[config.mk]
export PLATFORM = sky130hd
export DESIGN_NAME = serial_channel_status_flags
export DESIGN_NICKNAME = d
export VERILOG_FILES = /design/src/serial_flags_pkg.sv /design/src/serial_channel_status_flags.sv
export SDC_FILE = /design/constraint.sdc
export NUM_CORES = 1
export LEC_CHECK = 0
export ABC_AREA = 1
export BUFFER_PORTS_ARGS = -buffer_cell sky130_fd_sc_hd__buf_2
export CORE_MARGIN = 3
export CORE_UTILIZATION = 38
export DETAILED_ROUTE_END_ITERATION = 6
export HOLD_SLACK_MARGIN = 0.1
export PLACE_DENSITY = 0.83
export SLEW_MARGIN = 10
export SYNTH_ARGS = -nofsm -noshare
export SYNTH_HDL_FRONTEND = slang
export SYNTH_SLANG_ARGS = --single-unit
[constraint.sdc]
create_clock -name i_core_clk -period 2.3 [get_ports i_core_clk]
set_clock_uncertainty 0.2 [all_clocks]
set_input_delay 0.115 -clock i_core_clk [delete_from_list [all_inputs] [get_ports i_core_clk]]
set_output_delay 0.115 -clock i_core_clk [all_outputs]
set_load 0.005 [all_outputs]
[src/serial_flags_pkg.sv]
/*
 * Package for the serial channel status and flag-clear register bank.
 * Holds register offsets, bit positions, reset values and event carriers.
 * Assumes a plain address/strobe register port with 20-bit byte addresses.
 */
package serial_flags_pkg;

	localparam int ADDR_W = 20; // Register port address width
	localparam int DATA_W = 8; // Register data width
	localparam int NUM_CH = 2; // Channels in the unit

	localparam logic [19:0] OFS_CH0_STATUS = 20'hF0100; // channel0_status
	localparam logic [19:0] OFS_CH1_STATUS = 20'hF0102; // channel1_status
	localparam logic [19:0] OFS_CH0_CLEAR = 20'hF0108; // channel0_flag_clear
	localparam logic [19:0] OFS_CH1_CLEAR = 20'hF010A; // channel1_flag_clear

	// Status register bit positions
	localparam int BIT_TRANSFER_ACTIVE = 6;
	localparam int BIT_BUFFER_VALID = 5;
	localparam int BIT_FRAMING_ERR = 2;
	localparam int BIT_PARITY_ERR = 1;
	localparam int BIT_OVERRUN_ERR = 0;

	// Flag-clear register bit positions
	localparam int BIT_FRAMING_CLR = 2;
	localparam int BIT_PARITY_CLR = 1;
	localparam int BIT_OVERRUN_CLR = 0;

	localparam logic [7:0] STATUS_RESET = 8'h00; // Status after reset
	localparam logic [7:0] CLEAR_READ_VALUE = 8'h00; // Flag-clear always reads this
	localparam logic [7:0] UNMAPPED_READ = 8'h00; // Answer to unmapped reads

	// Per-channel events from the serial datapath
	typedef struct packed {
		logic comm_start; // Communication starts
		logic comm_end; // Communication ends
		logic stop_trig; // Channel stop trigger written
		logic start_trig; // Channel start trigger written
		logic tx_enable; // Transmit enable level
		logic rx_enable; // Receive enable level
		logic buf_sw_write; // Software wrote the data buffer
		logic buf_sw_read_done; // Software finished reading the data buffer
		logic buf_rx_store; // Receiver stored data into the data buffer
		logic buf_tx_move; // Transmit data moved into the shift register
		logic framing_err; // Missing stop bit at end of reception
		logic parity_err; // Parity mismatch at end of reception
	} chan_events_t;

	// Per-channel status flags
	typedef struct packed {
		logic transfer_active;
		logic buffer_valid;
		logic framing_err;
		logic parity_err;
		logic overrun_err;
	} chan_flags_t;

endpackage

[src/serial_channel_status_flags.sv]
/*
 * Status and error-flag register bank for the two channels of a serial unit.
 * Assumes channel events arrive as one-cycle pulses (enables as levels) from
 * logic on i_core_clk, so no synchronisers are used on them.
 */
`timescale 1ns/1ns
`default_nettype none

// Functional notes
// - Writing 1 to bit 2 clears framing error
// - Writing 1 to bit 1 clears parity error
// - Writing 1 to bit 0 clears overrun error
// - Framing clear bit exists on channel 1 only
// - Flag-clear register always reads zero
// - Status is read-only, 8-bit, resets to zero
// - Transfer flag set when communication starts
// - Transfer flag cleared by stop, start, end
// - Buffer flag cleared when transmit data moves
// - Buffer flag cleared on read, stop, start
// - Buffer flag set by transmit write
// - Buffer flag set by receive store
// - Buffer flag set by reception error
// - Buffer write while valid sets overrun
// - Framing flag shows asynchronous framing error
// - Framing flag on channel 1 only, else zero
// - Clear triggers are self-clearing one-shot pulses
// - Missing stop bit sets framing flag
// - Parity mismatch sets parity flag
module serial_channel_status_flags #(
	parameter int NUM_CH = serial_flags_pkg::NUM_CH // Channel count
) (
	input wire logic i_core_clk, // 250 MHz core clock
	input wire logic i_reset, // Asynchronous reset, active high
	input wire logic [19:0] i_addr, // Register byte address
	input wire logic [7:0] i_wdata, // Register write data
	input wire logic i_wr, // Write strobe, one cycle
	input wire logic i_rd, // Read strobe, one cycle
	input wire serial_flags_pkg::chan_events_t [1:0] i_events, // Datapath events
	output logic [7:0] o_rdata, // Read data, cycle after strobe
	output serial_flags_pkg::chan_flags_t [1:0] o_flags // Registered flags
);

	serial_flags_pkg::chan_flags_t [1:0] flags_r; // Flag state per channel
	serial_flags_pkg::chan_flags_t [1:0] flags_nxt; // Next flag state
	logic [7:0] rdata_r; // Registered read data
	logic [7:0] rdata_nxt; // Next read data
	logic [1:0] clr_sel; // Flag-clear write hits channel
	logic [1:0] status_sel; // Status read hits channel

	// Address decode for writes and reads
	always_comb begin
		clr_sel[0] = i_wr && (i_addr == serial_flags_pkg::OFS_CH0_CLEAR);
		clr_sel[1] = i_wr && (i_addr == serial_flags_pkg::OFS_CH1_CLEAR);
		status_sel[0] = i_addr == serial_flags_pkg::OFS_CH0_STATUS;
		status_sel[1] = i_addr == serial_flags_pkg::OFS_CH1_STATUS;
	end

	// Flag next-state per channel; the clear strobe is only a one-cycle
	// decode, so the trigger bits never hold any value of their own
	generate
		for (genvar ch = 0; ch < 2; ch++) begin : g_ch
			logic clr_fe; // Framing clear pulse
			logic clr_pe; // Parity clear pulse
			logic clr_ov; // Overrun clear pulse
			logic fe_set; // Framing set event
			logic pe_set; // Parity set event
			logic ov_set; // Overrun set event
			logic rx_error; // Any reception error
			always_comb begin
				// Bit 2 is unimplemented on channel 0 and is ignored there
				clr_fe = (ch == 1) && clr_sel[ch]
					&& i_wdata[serial_flags_pkg::BIT_FRAMING_CLR];
				clr_pe = clr_sel[ch] && i_wdata[serial_flags_pkg::BIT_PARITY_CLR];
				clr_ov = clr_sel[ch] && i_wdata[serial_flags_pkg::BIT_OVERRUN_CLR];
				fe_set = (ch == 1) && i_events[ch].framing_err;
				pe_set = i_events[ch].parity_err;
				// Overrun: buffer write while it already holds valid data
				ov_set = flags_r[ch].buffer_valid
					&& (i_events[ch].buf_sw_write || i_events[ch].buf_rx_store);
				rx_error = fe_set || pe_set || ov_set;
				flags_nxt[ch] = flags_r[ch];

				// Transfer flag: stop or start suspends, end clears, start of comm sets
				if (i_events[ch].stop_trig || i_events[ch].start_trig
					|| i_events[ch].comm_end) begin
					flags_nxt[ch].transfer_active = 1'b0;
				end else if (i_events[ch].comm_start) begin
					flags_nxt[ch].transfer_active = 1'b1;
				end

				// Buffer flag: set sources first win over a same-cycle clear
				if ((i_events[ch].buf_sw_write && i_events[ch].tx_enable)
					|| (i_events[ch].buf_rx_store && i_events[ch].rx_enable)) begin
					flags_nxt[ch].buffer_valid = 1'b1;
				end else if (rx_error) begin
					flags_nxt[ch].buffer_valid = 1'b1;
				end else if (i_events[ch].stop_trig || i_events[ch].start_trig) begin
					flags_nxt[ch].buffer_valid = 1'b0;
				end else if (i_events[ch].buf_sw_read_done) begin
					flags_nxt[ch].buffer_valid = 1'b0;
				end else if (i_events[ch].buf_tx_move) begin
					flags_nxt[ch].buffer_valid = 1'b0;
				end

				// Error flags: a set in the clear cycle keeps the error
				if (fe_set) begin
					flags_nxt[ch].framing_err = 1'b1;
				end else if (clr_fe) begin
					flags_nxt[ch].framing_err = 1'b0;
				end
				if (pe_set) begin
					flags_nxt[ch].parity_err = 1'b1;
				end else if (clr_pe) begin
					flags_nxt[ch].parity_err = 1'b0;
				end
				if (ov_set) begin
					flags_nxt[ch].overrun_err = 1'b1;
				end else if (clr_ov) begin
					flags_nxt[ch].overrun_err = 1'b0;
				end
				// Channel 0 has no framing flag at all
				if (ch == 0) begin
					flags_nxt[ch].framing_err = 1'b0;
				end
			end
		end
	endgenerate

	// Read mux; status is read-only, writes to it are ignored
	always_comb begin
		rdata_nxt = rdata_r;
		if (i_rd) begin
			rdata_nxt = serial_flags_pkg::UNMAPPED_READ;
			for (int c = 0; c < 2; c++) begin
				if (status_sel[c]) begin
					rdata_nxt = 8'h00;
					rdata_nxt[serial_flags_pkg::BIT_TRANSFER_ACTIVE] = flags_r[c].transfer_active;
					rdata_nxt[serial_flags_pkg::BIT_BUFFER_VALID] = flags_r[c].buffer_valid;
					rdata_nxt[serial_flags_pkg::BIT_FRAMING_ERR] = flags_r[c].framing_err;
					rdata_nxt[serial_flags_pkg::BIT_PARITY_ERR] = flags_r[c].parity_err;
					rdata_nxt[serial_flags_pkg::BIT_OVERRUN_ERR] = flags_r[c].overrun_err;
				end
			end
			// Flag-clear registers hold nothing readable
			if (i_addr == serial_flags_pkg::OFS_CH0_CLEAR
				|| i_addr == serial_flags_pkg::OFS_CH1_CLEAR) begin
				rdata_nxt = serial_flags_pkg::CLEAR_READ_VALUE;
			end
		end else begin
			// Data stand for only the cycle after the read strobe
			rdata_nxt = 8'h00;
		end
	end

	// State registers
	always_ff @(posedge i_core_clk or posedge i_reset) begin
		if (i_reset) begin
			flags_r <= '0;
			rdata_r <= serial_flags_pkg::STATUS_RESET;
		end else begin
			flags_r <= flags_nxt;
			rdata_r <= rdata_nxt;
		end
	end

	assign o_rdata = rdata_r;
	assign o_flags = flags_r;

endmodule

`default_nettype wire

==> metrics.txt, run 1 <==
Syn Inst Count 101; net switching fraction of the power 25.5%; combinational power share 20.9%; flops & latches, synth 14; crit path from i_events[5]; 1st-pass router iterations 4; Reg2Reg Depth 4; worst-margin pin slew 0.536 ns; DIE WIDTH 51.5 µm; vias in the first global route 1219; Power, Total 0.550 mW; Routability Congestion 0.806; Post-synth ARST share 100%; period utilization 97.0%; Pwr Density 375 nW/µm²; commonest non-fill, non-tap cell in the layout buf_2; WP data required 2.28 ns; nets 255; Final Hold Viols 0; Yosys top cell area share 44.5%; Post-Synth Simple-Gate Area 38.0%; initial antenna violation count 0; sequential-to-total area share from yosys stat 44.5%; crit-path max FO 2; antenna-violating nets left 0; compound-gate portion of the synthesized area 7.47%; total track usage 26.3%; Finished Core Util 79.9%; net switching power figure 0.140 mW; CTS sink cnt 14; Cell variety after synth 19; RSZ-0062 raised after global routing no; Achievable Freq 448 MHz; worst setup path endpoint o_flags[0]; post-synthesis mux area share 0%; Post-synth EDFFs 0; crit path launch type input pin; largest family of logic cells by synthesized area simple AND/OR/NAND/NOR gates; worst flop-to-flop path endpoint o_flags[0]; shortest period the worst path allows 2.23 ns; YS warnings 0; relative slew slack 64.2%; Worst Path Class, Setup in -> reg; syn avg cell area 7.79 µm²; Placed Area 1110 µm²; Main synth FF type dfrtp_1; Slew Viols, Final 0; Finished Cell Area 1470 µm²; Setup crit end kind flop; Worst R2R Setup Slack 0.24 ns; drt total wl 3270 µm; I/O Buffers 63; IO Pins 74; worst skew pair latency 0.28 ns; reg2reg start o_flags[3]; diode count 0; # DRC 0; CTS root buf clkbuf_4; Internal 0.410 mW; fraction of layout cells with a size suffix above 1 38.9%; initial drt markers 33; worst vdd ir 0.296 mV; total negative slack 0 ns; largest net degree at the start of global routing 15; Leak 0.776 nW; area delta synth->final 86.6%; most frequent cells in the layout buf_2, dlygate4sd3_1, nand2_1; Flop pwr share 45.4%; Die Area 2650 µm²; clock slew at reported path FFs 0.09 ns; Placeable Area 1840 µm²; die height 51.5 µm; Setup Fix Bufs, Post-CTS 0; most area-consuming cells after synthesis dfrtp_1, nand3_1, nand2_1; run status finished, final reports clean; CTS tree done; per-cell routed wire length 14.6 µm; H-tree depth 1; Clock power frac 33.7%; hpwl dp 1960 µm; Core Rows 15; hold crit path type in -> reg; DR vias/cell 5.12; critical path arrival 2.21 ns; max_cap viols 0; synthesized area 787 µm²; Final setup viols 0; adder-cell share of the synthesized area 0%; CTS Buf Count 3; first-pass GRT wire length 5260 µm; DR vias 1141; Initial Utilization 42.8%; Max clock buf depth 2; XOR/XNOR share of the synthesized area 0%; Fill cells 122; total grt overflow 0; Yosys top cell by area dfrtp_1
worst min-delay path by stage:
stage	startpoint	to	slack, ns	cells after the start
6_report	i_addr[3]	o_rdata[6]	0.13	5
5_1_grt	i_addr[3]	o_rdata[6]	0.15	5
4_1_cts	i_addr[3]	o_rdata[6]	0.11	5
3_5_place_dp	i_reset	o_rdata[6]	-0.03	2
3_3_place_gp	i_reset	o_flags[4]	-0.05	2
2_1_floorplan	i_reset	o_flags[0]	-0.20	1
cell type report:
type                       instances  area (µm²)  share of cell area (%)
clock buffer                       4        36.3                    2.47
inverter                          12        45.0                    3.07
multi-input combinational         74         378                    25.7
sequential                        14         350                    23.9
tap                               25        31.3                    2.13
timing repair buffer              94         628                    42.8
repair_timing:
action | CTS | global route
resized for setup | 0 | 2
hold endpoints to repair | 28 | 0
hold buffers | 31 | 0
setup endpoints to repair | 0 | 2
critical path, stage by stage:
cell and delay, ns:
dlygate4sd3_1 0.53, buf_2 0.13, o21ai_0 0.22, dlygate4sd3_1 0.60, nand2_1 0.06, dlygate4sd3_1 0.55
power groups by stage:
stage               sequential (mW)  combinational, mW  clock, mW
global placement              0.255             0.0752          0
CTS                           0.250              0.109      0.181
global route                  0.250              0.127      0.195
detailed placement            0.255             0.0799          0
floorplan                     0.255             0.0320          0
finish                        0.250              0.115      0.185
flip-flops by register name (all words and copies together) (netlist names):
name     count
o_flags      9
o_rdata      5
per-layer routing:
layer / share of wire (%) / up-vias / track usage [%]
met5: 0 / - / 0
met3: 10 / 10 / 4.01
met1: 32 / 527 / 26.7
met2: 55 / 87 / 52.5
met4: 2.2 / 0 / 10.0
li1: - / 517 / -
logic make-up after synthesis:
| logic type | Yosys count |
|---|---|
| flops | 14 |
| other cells | 1 |
| simple gates | 59 |
| buf+inv | 16 |
| compound gates | 11 |
Yosys cell counts (2+ instances only):
library cell and instances:
dfrtp_1 14, nor3_1 2, o21ai_0 3, inv_1 12
nor2_2 6, a21oi_1 7, nand3_1 16, nand3b_1 2
nand2_1 17, nor2_1 10, buf_4 4
per-stage QoR:
| step | setup slack, ns | instances | hold WS, ns |
|---|---|---|---|
| floorplan | 1.16 | 104 | -0.196 |
| global placement | 0.973 | 188 | -0.0466 |
| detailed placement | 0.896 | 188 | -0.0333 |
| CTS | 0.0245 | 223 | 0.106 |
| global route | 0.00482 | 223 | 0.154 |
| finish | 0.0690 | 223 | 0.129 |
No activity file was read; power rests on OpenSTA's default activity.
==> run 2, diff against run 1 <==
CORE_MARGIN = 5   (was 3)
==> metrics.txt, run 2 (synthesis results as in run 1) <==
worst vdd ir 0.341 mV (was 0.296 mV); Setup Fix Bufs, Post-CTS 0 (unchanged); Placeable Area 1960 µm² (was 1840 µm²); Placed Area 1120 µm² (was 1110 µm²); drt total wl 3140 µm (was 3270 µm); Finished Core Util 75.3% (was 79.9%); total grt overflow 0 (unchanged); largest net degree at the start of global routing 15 (unchanged); pre-CTS WS 0.943 ns (was 0.896 ns); Routability Congestion 0.798 (was 0.806); shortest period the worst path allows 2.28 ns (was 2.23 ns); Hold Path Origin i_addr[3] (unchanged); worst skew pair latency 0.29 ns (was 0.28 ns); I/O Buffers 63 (unchanged); hold crit path type in -> reg (unchanged); clock slew at reported path FFs 0.08 ns (was 0.09 ns); Internal 0.411 mW (was 0.410 mW); fraction of layout cells with a size suffix above 1 38.9% (unchanged); crit path from i_events[5] (unchanged); Clock power frac 32.5% (was 33.7%); diode count 0 (unchanged); Setup crit end kind flop (unchanged); area delta synth->final 87.6% (was 86.6%); CTS sink cnt 14 (unchanged); Flop pwr share 46.1% (was 45.4%); Initial Utilization 40.1% (was 42.8%); DR vias/cell 4.93 (was 5.12); Achievable Freq 438 MHz (was 448 MHz); H-tree depth 1 (unchanged); Slew Viols, Final 0 (unchanged); CTS root buf clkbuf_4 (unchanged); crit-path max FO 2 (unchanged); Power, Total 0.542 mW (was 0.550 mW); first-pass GRT wire length 5150 µm (was 5260 µm); net switching fraction of the power 24.2% (was 25.5%); crit path launch type input pin (unchanged); critical path arrival 2.26 ns (was 2.21 ns); total track usage 21.0% (was 26.3%); Finished Cell Area 1480 µm² (was 1470 µm²); 1st-pass router iterations 4 (unchanged); max reg flops 9 (unchanged); run status finished, final reports clean (unchanged); total negative slack 0 ns (unchanged); Worst Path Class, Setup in -> reg (unchanged); per-cell routed wire length 14.0 µm (was 14.6 µm); antenna-violating nets left 0 (unchanged); max_cap viols 0 (unchanged); net switching power figure 0.131 mW (was 0.140 mW); IO Pins 74 (unchanged); period utilization 99.3% (was 97.0%); Leak 0.778 nW (was 0.776 nW); Final setup viols 0 (unchanged); reg2reg start o_flags[3] (unchanged); commonest non-fill, non-tap cell in the layout buf_2 (unchanged); worst-margin pin slew 0.526 ns (was 0.536 ns); most frequent cells in the layout buf_2, dlygate4sd3_1, nand2_1 (unchanged); Core Rows 16 (was 15); vias in the first global route 1207 (was 1219); Die Area 3080 µm² (was 2650 µm²); setup ws final 0.0160 ns (was 0.0690 ns); relative slew slack 64.9% (was 64.2%); CTS tree done (unchanged); WP data required 2.28 ns (about the same); Final Hold Viols 0 (unchanged); initial drt markers 34 (was 33); DR vias 1110 (was 1141); DIE WIDTH 55.5 µm (was 51.5 µm); Pwr Density 367 nW/µm² (was 375 nW/µm²); # DRC 0 (unchanged); CTS Buf Count 3 (unchanged); hpwl dp 1870 µm (was 1960 µm); initial antenna violation count 0 (unchanged); die height 55.5 µm (was 51.5 µm); combinational power share 21.3% (was 20.9%); Max clock buf depth 2 (unchanged); nets 255 (unchanged)
-- run 2: cell counts in the layout (fill, tap and decap cells not counted) --
Identical to the previous run, type by type.
-- run 2: repair_timing --
action / 4_1_cts / 5_1_grt
gates resized for setup: 0 / 4
endpoints found under the setup margin: 0 / 4
hold endpoints to repair: 28 / 0
hold buffers: 31 / 0
-- run 2: layout make-up --
type,count,area (µm²)
Clock buffer,4,36.3
Fill cell,140,485
Inverter,12,45.0
Multi-Input combinational cell,74,383
Sequential cell,14,350
Tap cell,27,33.8
Timing Repair Buffer,94,628
-- run 2: final timing paths --
kind	to	slack (ns)	depth (start not counted)
setup reg to reg	o_flags[0]	0.19	4
setup / recovery	o_flags[0]	0.02	6
hold reg to reg	o_rdata[1]	0.40	2
max in group asynchronous	o_flags[7]	1.36	3
min in group asynchronous	o_rdata[6]	0.19	3
hold / removal	o_rdata[1]	0.12	5
-- run 2: critical path: stages --
cell and delay [ns]:
dlygate4sd3_1 0.56, buf_2 0.14, o21ai_1 0.23, dlygate4sd3_1 0.62
nand2_1 0.06, dlygate4sd3_1 0.54
-- run 2: power groups by stage --
stage | clock (mW) | combinational [mW] | sequential (mW)
after floorplan | 0 | 0.0320 | 0.255
after global placement | 0 | 0.0751 | 0.255
after detailed placement | 0 | 0.0790 | 0.255
after CTS | 0.173 | 0.108 | 0.250
after global routing | 0.197 | 0.127 | 0.250
final | 0.176 | 0.116 | 0.250
-- run 2: per-stage QoR --
| step | cells | hold WS [ns] |
|---|---|---|
| after floorplan | 104 | -0.196 |
| after detailed placement | 190 | -0.0339 |
| after CTS | 225 | 0.111 |
| after global routing | 225 | 0.129 |
| after global placement | 190 | -0.0437 |
| final | 225 | 0.118 |
-- run 2: layer usage --
layer  routed length (µm)  global-route usage (%)  up-vias
met4                  174                    12.5        0
met5                    0                       0        -
met1                  950                    18.7      509
met2                 1810                    42.2       63
met3                  209                    4.20       20
li1                     -                       -      518
